**src/logic/tvic_pkg.sv**
```systemverilog
// Purpose: constants shared by the tv interrupt controller
// Assumes: 32-bit apb data, one register per aligned word
// Notes:   source index order is the polling order, lowest index first
package tvic_pkg;
   localparam int NUM_SRC = 15;
   // apb byte offsets
   localparam logic [7:0] ENABLE_OFS   = 8'h00;
   localparam logic [7:0] PRIORITY_OFS = 8'h04;
   localparam logic [7:0] SENSE_OFS    = 8'h08;
   localparam logic [7:0] TIMERCTL_OFS = 8'h0c;
   localparam logic [7:0] BUSYCFG_OFS  = 8'h10;
   localparam logic [7:0] PENDING_OFS  = 8'h14;
   localparam logic [7:0] CONTROL_OFS  = 8'h18;
   localparam logic [7:0] STATUS_OFS   = 8'h1c;
   localparam logic [7:0] IRQSTAT_OFS  = 8'h20;
   localparam logic [7:0] IRQMASK_OFS  = 8'h24;
   localparam logic [7:0] SLICE_OFS    = 8'h28;
   // field positions
   localparam int GLOBAL_EN_BIT  = 7;
   localparam int BUSY_MODE_BIT  = 0;
   localparam int IDLE_BIT       = 0;
   localparam int RETURN_BIT     = 1;
   // reset values
   localparam logic [15:0] ENABLE_RST = 16'h0000;
   localparam logic [14:0] PRIO_RST   = 15'h0000;
   localparam logic [7:0]  SENSE_RST  = 8'h00;
   // sense encodings for pins 2..5
   localparam logic [1:0] SENSE_LOW  = 2'h0;
   localparam logic [1:0] SENSE_RISE = 2'h1;
   localparam logic [1:0] SENSE_FALL = 2'h2;
   localparam logic [1:0] SENSE_BOTH = 2'h3;
   // source index in polling order
   localparam int SRC_EXT0 = 0;
   localparam int SRC_EXT2 = 5;
   localparam int SRC_EXT1 = 6;
   localparam int SRC_EXT3 = 8;
   localparam int SRC_EXT4 = 11;
   localparam int SRC_CAP  = 12;
   localparam int SRC_EXT5 = 14;
   localparam int SRC_BUSY = 4;
   // vector table, one entry per polling slot
   localparam logic [15:0] VEC [NUM_SRC] = '{
      16'h0003, 16'h002b, 16'h0053, 16'h000b, 16'h0033,
      16'h005b, 16'h0013, 16'h003b, 16'h0063, 16'h001b,
      16'h0043, 16'h006b, 16'h0023, 16'h004b, 16'h0073};
   // enable register bit for each polling slot (int number)
   localparam int ENBIT [NUM_SRC] = '{
      0, 5, 10, 1, 6, 11, 2, 7, 12, 3, 8, 13, 4, 9, 14};
   typedef enum logic [1:0] {SV_NONE, SV_LOW, SV_HIGH} tvic_level_t;
endpackage

```
**src/logic/tvic_top.sv**
```systemverilog
// Purpose: 15-source two-level interrupt controller with vector calls
// Assumes: core pulses vecTaken when it launches the long call, retDone
//          on return from service; pins come from outside the clock
// Notes:   enables and priorities stored in interrupt-number order
//
// The register offsets and register access over APB were decided locally.
`timescale 1ns/1ps
module tvic_top
   import tvic_pkg::*;
(
   // clock and reset
   input  wire logic        ref_clk,
   input  wire logic        reset,
   // apb slave
   input  wire logic        psel,
   input  wire logic        penable,
   input  wire logic        pwrite,
   input  wire logic [7:0]  paddr,
   input  wire logic [31:0] pwdata,
   output logic [31:0]      prdata,
   output logic             pready,
   output logic             pslverr,
   // external pins 0..5
   input  wire logic [5:0]  extPinIn,
   // internal sources, one-cycle pulses
   input  wire logic        timerAIrq,
   input  wire logic        timerBIrq,
   input  wire logic        timerCIrq,
   input  wire logic        serialBusIrq,
   input  wire logic        uartRxIrq,
   input  wire logic        uartTxIrq,
   input  wire logic        uartCombinedIrq,
   // display and caption events
   input  wire logic        captionMode,
   input  wire logic        sliceLineEnd,
   input  wire logic        hBlankStart,
   input  wire logic        vBlankStart,
   // core vectoring
   output logic             callReq,
   output logic [15:0]      callVector,
   input  wire logic        vecTaken,
   input  wire logic        retDone,
   output logic             idleActive,
   output logic             irqOut
);
   import tvic_pkg::*;

   logic [15:0] enable_r;      // bit 7 global and also int 7, others per int number
   logic [14:0] prio_r;        // 1 = high level, int-number order
   logic [7:0]  sense_r;       // two bits per pin 2..5
   logic [1:0]  trig_r;        // pin0/pin1 trigger select
   logic        busyMode_r;    // 1 = field mode
   logic [7:0]  slice_r;
   logic        idle_r;
   logic [NUM_SRC-1:0] latch_r; // latched requests, polling order
   logic [NUM_SRC-1:0] levelReq;
   logic [NUM_SRC-1:0] setReq;
   logic [NUM_SRC-1:0] pend;
   logic [NUM_SRC-1:0] eligHi;
   logic [NUM_SRC-1:0] eligLo;
   logic [NUM_SRC-1:0] clrMask;
   logic [5:0]  pinS1_r;
   logic [5:0]  pinS2_r;
   logic [5:0]  pinD_r;
   logic [5:0]  rise;
   logic [5:0]  fall;
   logic        lowAct_r;
   logic        highAct_r;
   logic [1:0]  irqStat_r;     // 0 call taken, 1 idle wake
   logic [1:0]  irqMask_r;
   logic [3:0]  selIdx;
   logic [3:0]  callIdx_r;     // slot whose vector stands on callVector
   logic        selValid;
   logic        selHigh;
   logic        wrEn;
   logic        rdEn;
   logic [31:0] rdData;

   // first-found index in polling order, used for both levels
   function automatic logic [4:0] pickFirst(input logic [NUM_SRC-1:0] v);
      logic [4:0] r;
      r = 5'h1f;
      for (int i = NUM_SRC - 1; i >= 0; i--) begin
         if (v[i]) begin
            r = 5'(i);
         end
      end
      return r;
   endfunction

   // pin synchroniser; stage one is read only by stage two
   always_ff @(posedge ref_clk) begin
      pinS1_r <= extPinIn;
      pinS2_r <= pinS1_r;
      pinD_r  <= pinS2_r;
   end

   assign rise = pinS2_r & ~pinD_r;
   assign fall = ~pinS2_r & pinD_r;

   // sense decoding into per-source set pulses and level requests
   function automatic logic pinEdge(input logic [1:0] s, input logic r,
                                    input logic f);
      case (s)
         SENSE_RISE: pinEdge = r;
         SENSE_FALL: pinEdge = f;
         SENSE_BOTH: pinEdge = r | f;
         default:    pinEdge = 1'b0;
      endcase
   endfunction

   always_comb begin
      setReq   = '0;
      levelReq = '0;
      // pins 0 and 1: level low or transition
      if (trig_r[0]) setReq[SRC_EXT0] = fall[0];
      else levelReq[SRC_EXT0] = ~pinS2_r[0];
      if (trig_r[1]) setReq[SRC_EXT1] = rise[1] | fall[1];
      else levelReq[SRC_EXT1] = ~pinS2_r[1];
      // pins 2..5
      setReq[SRC_EXT2] = pinEdge(sense_r[1:0], rise[2], fall[2]);
      setReq[SRC_EXT3] = pinEdge(sense_r[3:2], rise[3], fall[3]);
      setReq[SRC_EXT4] = pinEdge(sense_r[5:4], rise[4], fall[4]);
      setReq[SRC_EXT5] = pinEdge(sense_r[7:6], rise[5], fall[5]);
      levelReq[SRC_EXT2] = (sense_r[1:0] == SENSE_LOW) & ~pinS2_r[2];
      levelReq[SRC_EXT3] = (sense_r[3:2] == SENSE_LOW) & ~pinS2_r[3];
      levelReq[SRC_EXT4] = (sense_r[5:4] == SENSE_LOW) & ~pinS2_r[4];
      levelReq[SRC_EXT5] = (sense_r[7:6] == SENSE_LOW) & ~pinS2_r[5];
      // internal sources
      setReq[1]  = serialBusIrq;
      setReq[2]  = uartRxIrq;
      setReq[3]  = timerAIrq;
      setReq[7]  = timerCIrq;
      setReq[9]  = timerBIrq;
      setReq[10] = uartCombinedIrq;
      setReq[13] = uartTxIrq;
      setReq[SRC_CAP]  = captionMode & sliceLineEnd;
      setReq[SRC_BUSY] = busyMode_r ? vBlankStart
                                    : hBlankStart;
   end

   // per-slot eligibility through enables and priorities
   generate
      for (genvar g = 0; g < NUM_SRC; g++) begin : gSlot
         assign pend[g] = (latch_r[g] | levelReq[g])
                          & enable_r[ENBIT[g]]
                          & enable_r[GLOBAL_EN_BIT];
         assign eligHi[g] = pend[g] & prio_r[ENBIT[g]];
         assign eligLo[g] = pend[g] & ~prio_r[ENBIT[g]];
      end
   endgenerate

   // arbitration: high before low, polling order inside a level
   always_comb begin
      logic [4:0] hi;
      logic [4:0] lo;
      hi = pickFirst(eligHi);
      lo = pickFirst(eligLo);
      selValid = 1'b0;
      selHigh  = 1'b0;
      selIdx   = '0;
      if (!highAct_r && hi != 5'h1f) begin
         selValid = 1'b1;
         selHigh  = 1'b1;
         selIdx   = hi[3:0];
      end else if (!highAct_r && !lowAct_r && lo != 5'h1f) begin
         selValid = 1'b1;
         selIdx   = lo[3:0];
      end
   end

   // edge requests latch; set wins over clear on taken call
   always_comb begin
      clrMask = '0;
      if (vecTaken && callReq) begin
         // clear the slot the core took, not a newer winner
         clrMask[callIdx_r] = 1'b1;
      end
   end

   always_ff @(posedge ref_clk) begin
      if (reset) latch_r <= '0;
      else latch_r <= (latch_r & ~clrMask) | setReq;
   end

   // call request toward the core, registered
   always_ff @(posedge ref_clk) begin
      if (reset) begin
         callReq    <= 1'b0;
         callVector <= 16'h0000;
         callIdx_r  <= 4'h0;
      end else if (vecTaken && callReq) begin
         callReq    <= 1'b0;
      end else begin
         callReq    <= selValid;
         callVector <= VEC[selIdx];
         callIdx_r  <= selIdx;
      end
   end

   // active service levels; return ends the highest active one
   always_ff @(posedge ref_clk) begin
      if (reset) begin
         lowAct_r  <= 1'b0;
         highAct_r <= 1'b0;
      end else if (vecTaken && callReq) begin
         if (prio_r[ENBIT[callIdx_r]]) highAct_r <= 1'b1;
         else lowAct_r <= 1'b1;
      end else if (retDone) begin
         if (highAct_r) highAct_r <= 1'b0;
         else lowAct_r <= 1'b0;
      end
   end

   // apb decode, zero wait states
   assign wrEn = psel & penable & pwrite;
   assign rdEn = psel & ~penable & ~pwrite;

   always_ff @(posedge ref_clk) begin
      if (reset) begin
         enable_r   <= ENABLE_RST;
         prio_r     <= PRIO_RST;
         sense_r    <= SENSE_RST;
         trig_r     <= 2'h0;
         busyMode_r <= 1'b0;
         slice_r    <= 8'h00;
         irqMask_r  <= 2'h0;
      end else if (wrEn) begin
         case (paddr)
            ENABLE_OFS:   enable_r   <= pwdata[15:0];
            PRIORITY_OFS: prio_r     <= pwdata[14:0];
            SENSE_OFS:    sense_r    <= pwdata[7:0];
            TIMERCTL_OFS: trig_r     <= pwdata[1:0];
            BUSYCFG_OFS:  busyMode_r <= pwdata[BUSY_MODE_BIT];
            SLICE_OFS:    slice_r    <= pwdata[7:0];
            IRQMASK_OFS:  irqMask_r  <= pwdata[1:0];
            default:      ;
         endcase
      end
   end

   // idle bit: software sets, a request that wins arbitration (selValid) clears it
   always_ff @(posedge ref_clk) begin
      if (reset) idle_r <= 1'b0;
      else if (selValid) idle_r <= 1'b0;
      else if (wrEn && paddr == CONTROL_OFS && pwdata[IDLE_BIT])
         idle_r <= 1'b1;
   end

   // sticky status, write one to clear; new event beats clear
   always_ff @(posedge ref_clk) begin
      if (reset) irqStat_r <= 2'h0;
      else irqStat_r <= (irqStat_r
                         & ~((wrEn && paddr == IRQSTAT_OFS) ?
                             pwdata[1:0] : 2'h0))
                        | {idle_r & selValid, vecTaken & callReq};
   end

   always_ff @(posedge ref_clk) begin
      if (reset) irqOut <= 1'b0;
      else irqOut <= |(irqStat_r & irqMask_r);
   end

   always_ff @(posedge ref_clk) begin
      if (reset) idleActive <= 1'b0;
      else idleActive <= idle_r;
   end

   // read mux
   always_comb begin
      case (paddr)
         ENABLE_OFS:   rdData = {16'h0000, enable_r};
         PRIORITY_OFS: rdData = {17'h00000, prio_r};
         SENSE_OFS:    rdData = {24'h000000, sense_r};
         TIMERCTL_OFS: rdData = {30'h00000000, trig_r};
         BUSYCFG_OFS:  rdData = {31'h00000000, busyMode_r};
         PENDING_OFS:  rdData = {17'h00000, pend};
         CONTROL_OFS:  rdData = {31'h00000000, idle_r};
         STATUS_OFS:   rdData = {27'h0000000, highAct_r, lowAct_r,
                                 selValid, callReq, idle_r};
         IRQSTAT_OFS:  rdData = {30'h00000000, irqStat_r};
         IRQMASK_OFS:  rdData = {30'h00000000, irqMask_r};
         SLICE_OFS:    rdData = {24'h000000, slice_r};
         default:      rdData = 32'h00000000;
      endcase
   end

   always_ff @(posedge ref_clk) begin
      if (reset) begin
         prdata  <= 32'h00000000;
         pready  <= 1'b0;
         pslverr <= 1'b0;
      end else begin
         pready  <= psel & ~penable;
         pslverr <= 1'b0;
         if (rdEn) prdata <= rdData;
      end
   end
endmodule

```
**config.mk**
```make
export PLATFORM = sky130hd
export DESIGN_NAME = tvic_top
export DESIGN_NICKNAME = d
export VERILOG_FILES = /design/src/logic/tvic_pkg.sv /design/src/logic/tvic_top.sv
export SDC_FILE = /design/constraint.sdc
export NUM_CORES = 1
export LEC_CHECK = 0
export BUFFER_PORTS_ARGS = -buffer_cell sky130_fd_sc_hd__buf_2
export CORE_ASPECT_RATIO = 0.7
export CORE_UTILIZATION = 35
export CTS_CLUSTER_DIAMETER = 80
export DETAILED_ROUTE_END_ITERATION = 7
export GPL_TIMING_DRIVEN = 0
export PLACE_DENSITY_LB_ADDON = 0.2
export SETUP_SLACK_MARGIN = 0.1
export SLEW_MARGIN = 20
export SYNTH_ARGS = -nofsm -noshare
export SYNTH_HDL_FRONTEND = slang
export SYNTH_SLANG_ARGS = --single-unit
export TNS_END_PERCENT = 20
```
**constraint.sdc**
```tcl
create_clock -name ref_clk -period 4.48 [get_ports ref_clk]
set_input_delay 0.896 -clock ref_clk [delete_from_list [all_inputs] [get_ports ref_clk]]
set_output_delay 0.896 -clock ref_clk [all_outputs]
set_load 0.03 [all_outputs]
```
==> qor.yml <==
run_status:
  status: "finished, final reports clean"
power:
  p_leak_uw: 0.00295
  p_int_uw: 1860
  p_total_uw: 2530
  p_clk_share_pct: 50.1
  seq_power_share_pct: 43.2
  combPwrFrac_pct: 6.7
  switchingPower_uw: 677
  power_density_mw_per_mm2: 340
  vdd_drop_max_mv: 0.191
  switching_share_pct: 26.7
drt:
  vias: 6200
  routed_wl_um: 22000
  firstDrtPassIters: 6
  post_drt_wl_per_cell_um: 19.3
  avgViaCountPerCell: 5.45
  detail-route-antenna-nets: 0
  drtIter0Drc: 658
  drc: 0
timing:
  finalHoldViolCount: 0
  tns_ns: 0
  timing.fmax_ghz: 0.281
  rsz0062_at_grt: "no"
  skew_ns: 0.00887
  hold_ws_ns: 0.325
  setup_viol_count_final: 0
  slew_headroom_pct: 34.1
  worst_slew_pin_slew_ns: 0.984
  fin_crit_ns: 3.56
  fin_crit_sh_pct: 79.4
  slew_violations: 0
cells_and_area:
  seq_area_mm2: 0.00238
  finish.utilization_pct: 43.3
  nFillCells: 1802
  antennaDiodeCount: 0
  final_common_cell: "nand2_1"
  multiInputGateArea_mm2: 0.00340
  fin_nets: 975
  layout_common_cells: "nand2_1, dfxtp_1, a21oi_1"
  drive_gt1_share_pct: 17.0
  stdcell_count: 1138
  area_growth_pct: 20.9
min_path:
  hold_path.class: "flip-flop to flip-flop"
synthesis:
  ys_ff_latch: 119
  synthArstFlopShare_pct: 0
  synth_top_area_share_pct: 38.7
  synth-main-ff-cell: "dfxtp_1"
  synth_cells: 777
  synth_edf_count: 0
  yosys.area.top_type: "dfxtp_1"
  syn_area_per_cell_um2: 7.92
  ys_top_cells_by_area: "dfxtp_1, nand2_1, a21oi_1, buf_4, ha_1"
  seq_area_frac_synth_pct: 38.7
  ys_types: 71
  synth.cell_area_mm2: 0.00615
  synth_warnings: 0
placement:
  place.gp.congestion: 0.954
  place_inst: 1106
  hpwl_um: 16700
  portBuffers: 72
clock_tree:
  cts-htree-levels: 4
  path_clk_slew_ns: 0.06
  cts_root_buf: "clkbuf_16"
  clock-sinks: 119
  cts_resized: 0
  holdBufCountCts: 0
  tritoncts: "built"
  postCtsSetupRepairBufs: 0
  insertion_delay_ns: 0.42
  clk_path_buf_depth: 2
  numCtsBuffers: 17
die:
  num_io_pins: 117
  start_util_pct: 35.9
  die_x_um: 160
  rows: 40
  die_area_mm2: 0.0181
  die_h_um: 113
  coreArea_mm2: 0.0172
setup_path:
  rrSetupSlack_ns: 0.92
  crit_arrival_ns: 3.84
  endpoint_kind: "flip-flop"
  worst-path-max-fanout: 9
  cp.required_ns: 4.76
  critPathLaunchType: "flip-flop"
  worstSetupPathType: "flip-flop to flip-flop"
grt:
  track_usage_pct: 24.5
  grt_pass1_vias: 5740
  grt_remaining_overflow: 0
  grt_pass1_wl_um: 33600
  antenna_found_initial: 0
  grt_max_degree: 17
flow_run:
  drv_cap: 0
[per-stage QoR]
step	instance area, um2	setup slack, ns
floorplan	6250	1.67
global placement	6900	1.01
detailed placement	6900	1.02
CTS	7440	1.09
global route	7440	0.743
finish	7440	0.922
[cell usage after synthesis (11+ instances only)]
library cell	instances
inv_1	24
nand3_1	38
and2_1	11
nor2_1	55
clkbuf_1	33
mux2i_1	17
dfxtp_1	119
nand4_1	13
a21oi_1	94
ha_1	17
buf_4	30
o21ai_0	22
nand2_1	131
nor3_1	13
[worst paths after layout]
kind | from | to | cells after the start
worst max-delay path | sense_r[7] | callVector[5] | 11
worst min-delay path | pinS1_r[2] | pinS2_r[2] | 0
worst max register to register | sense_r[7] | callVector[5] | 11
worst min register to register | pinS1_r[2] | pinS2_r[2] | 0
[layout make-up]
class                           count  share of cell area, %
Buffer                             68                   5.11
Clock buffer                       18                   5.90
Clock inverter                     14                   1.33
Inverter                           24                   1.21
Multi-Input combinational cell    592                   45.7
Sequential cell                   119                   32.0
Tap cell                          231                   3.88
Timing Repair Buffer               72                   4.84
[layer usage]
layer / track usage [%] / part of all wire (%)
met2: 34.8 / 40
met5: 0 / 0
met3: 6.20 / 8.7
met4: 5.65 / 1.3
met1: 36.6 / 50
[cell families after synthesis]
| kind of cell | after synthesis | share of synthesized area [%] |
|---|---|---|
| flip-flops | 119 | 38.7 |
| other | 1 | 0.0609 |
| AND/OR/NAND/NOR | 314 | 24.1 |
| buffers and inverters | 92 | 7.64 |
| multiplexers | 18 | 2.95 |
| adder cells (fa/ha/maj) | 17 | 3.46 |
| AO/OA/AOI/OAI | 214 | 22.8 |
| XOR/XNOR | 2 | 0.285 |
[state kept, by name, indices dropped and copies added, names as in the netlist, 6 cells and up]
name / flops
pinS1_r: 6
pinD_r: 6
prio_r: 15
prdata: 16
latch_r: 15
slice_r: 8
sense_r: 8
enable_r: 16
pinS2_r: 6
[power groups by stage]
stage	Sequential, uW	Combinational, uW	Clock (uW)
2_1_floorplan	1120	97.9	0
3_3_place_gp	1120	167	0
4_1_cts	1090	168	1280
3_5_place_dp	1120	167	0
5_1_grt	1100	184	1320
6_report	1100	169	1270
[worst max-delay path, cell delays in order, from the launching register on]
cell and delay, ns:
dfxtp_1 0.35, nor3_1 0.68, o2111ai_1 0.22, and2_1 0.25, a41oi_2 0.44, nand2_1 0.10
o32ai_1 0.31, nand2_1 0.22, ha_1 0.28, or2_2 0.30, a21oi_1 0.16, o41ai_2 0.07
Note: power is estimated with default switching activity, not from simulation.
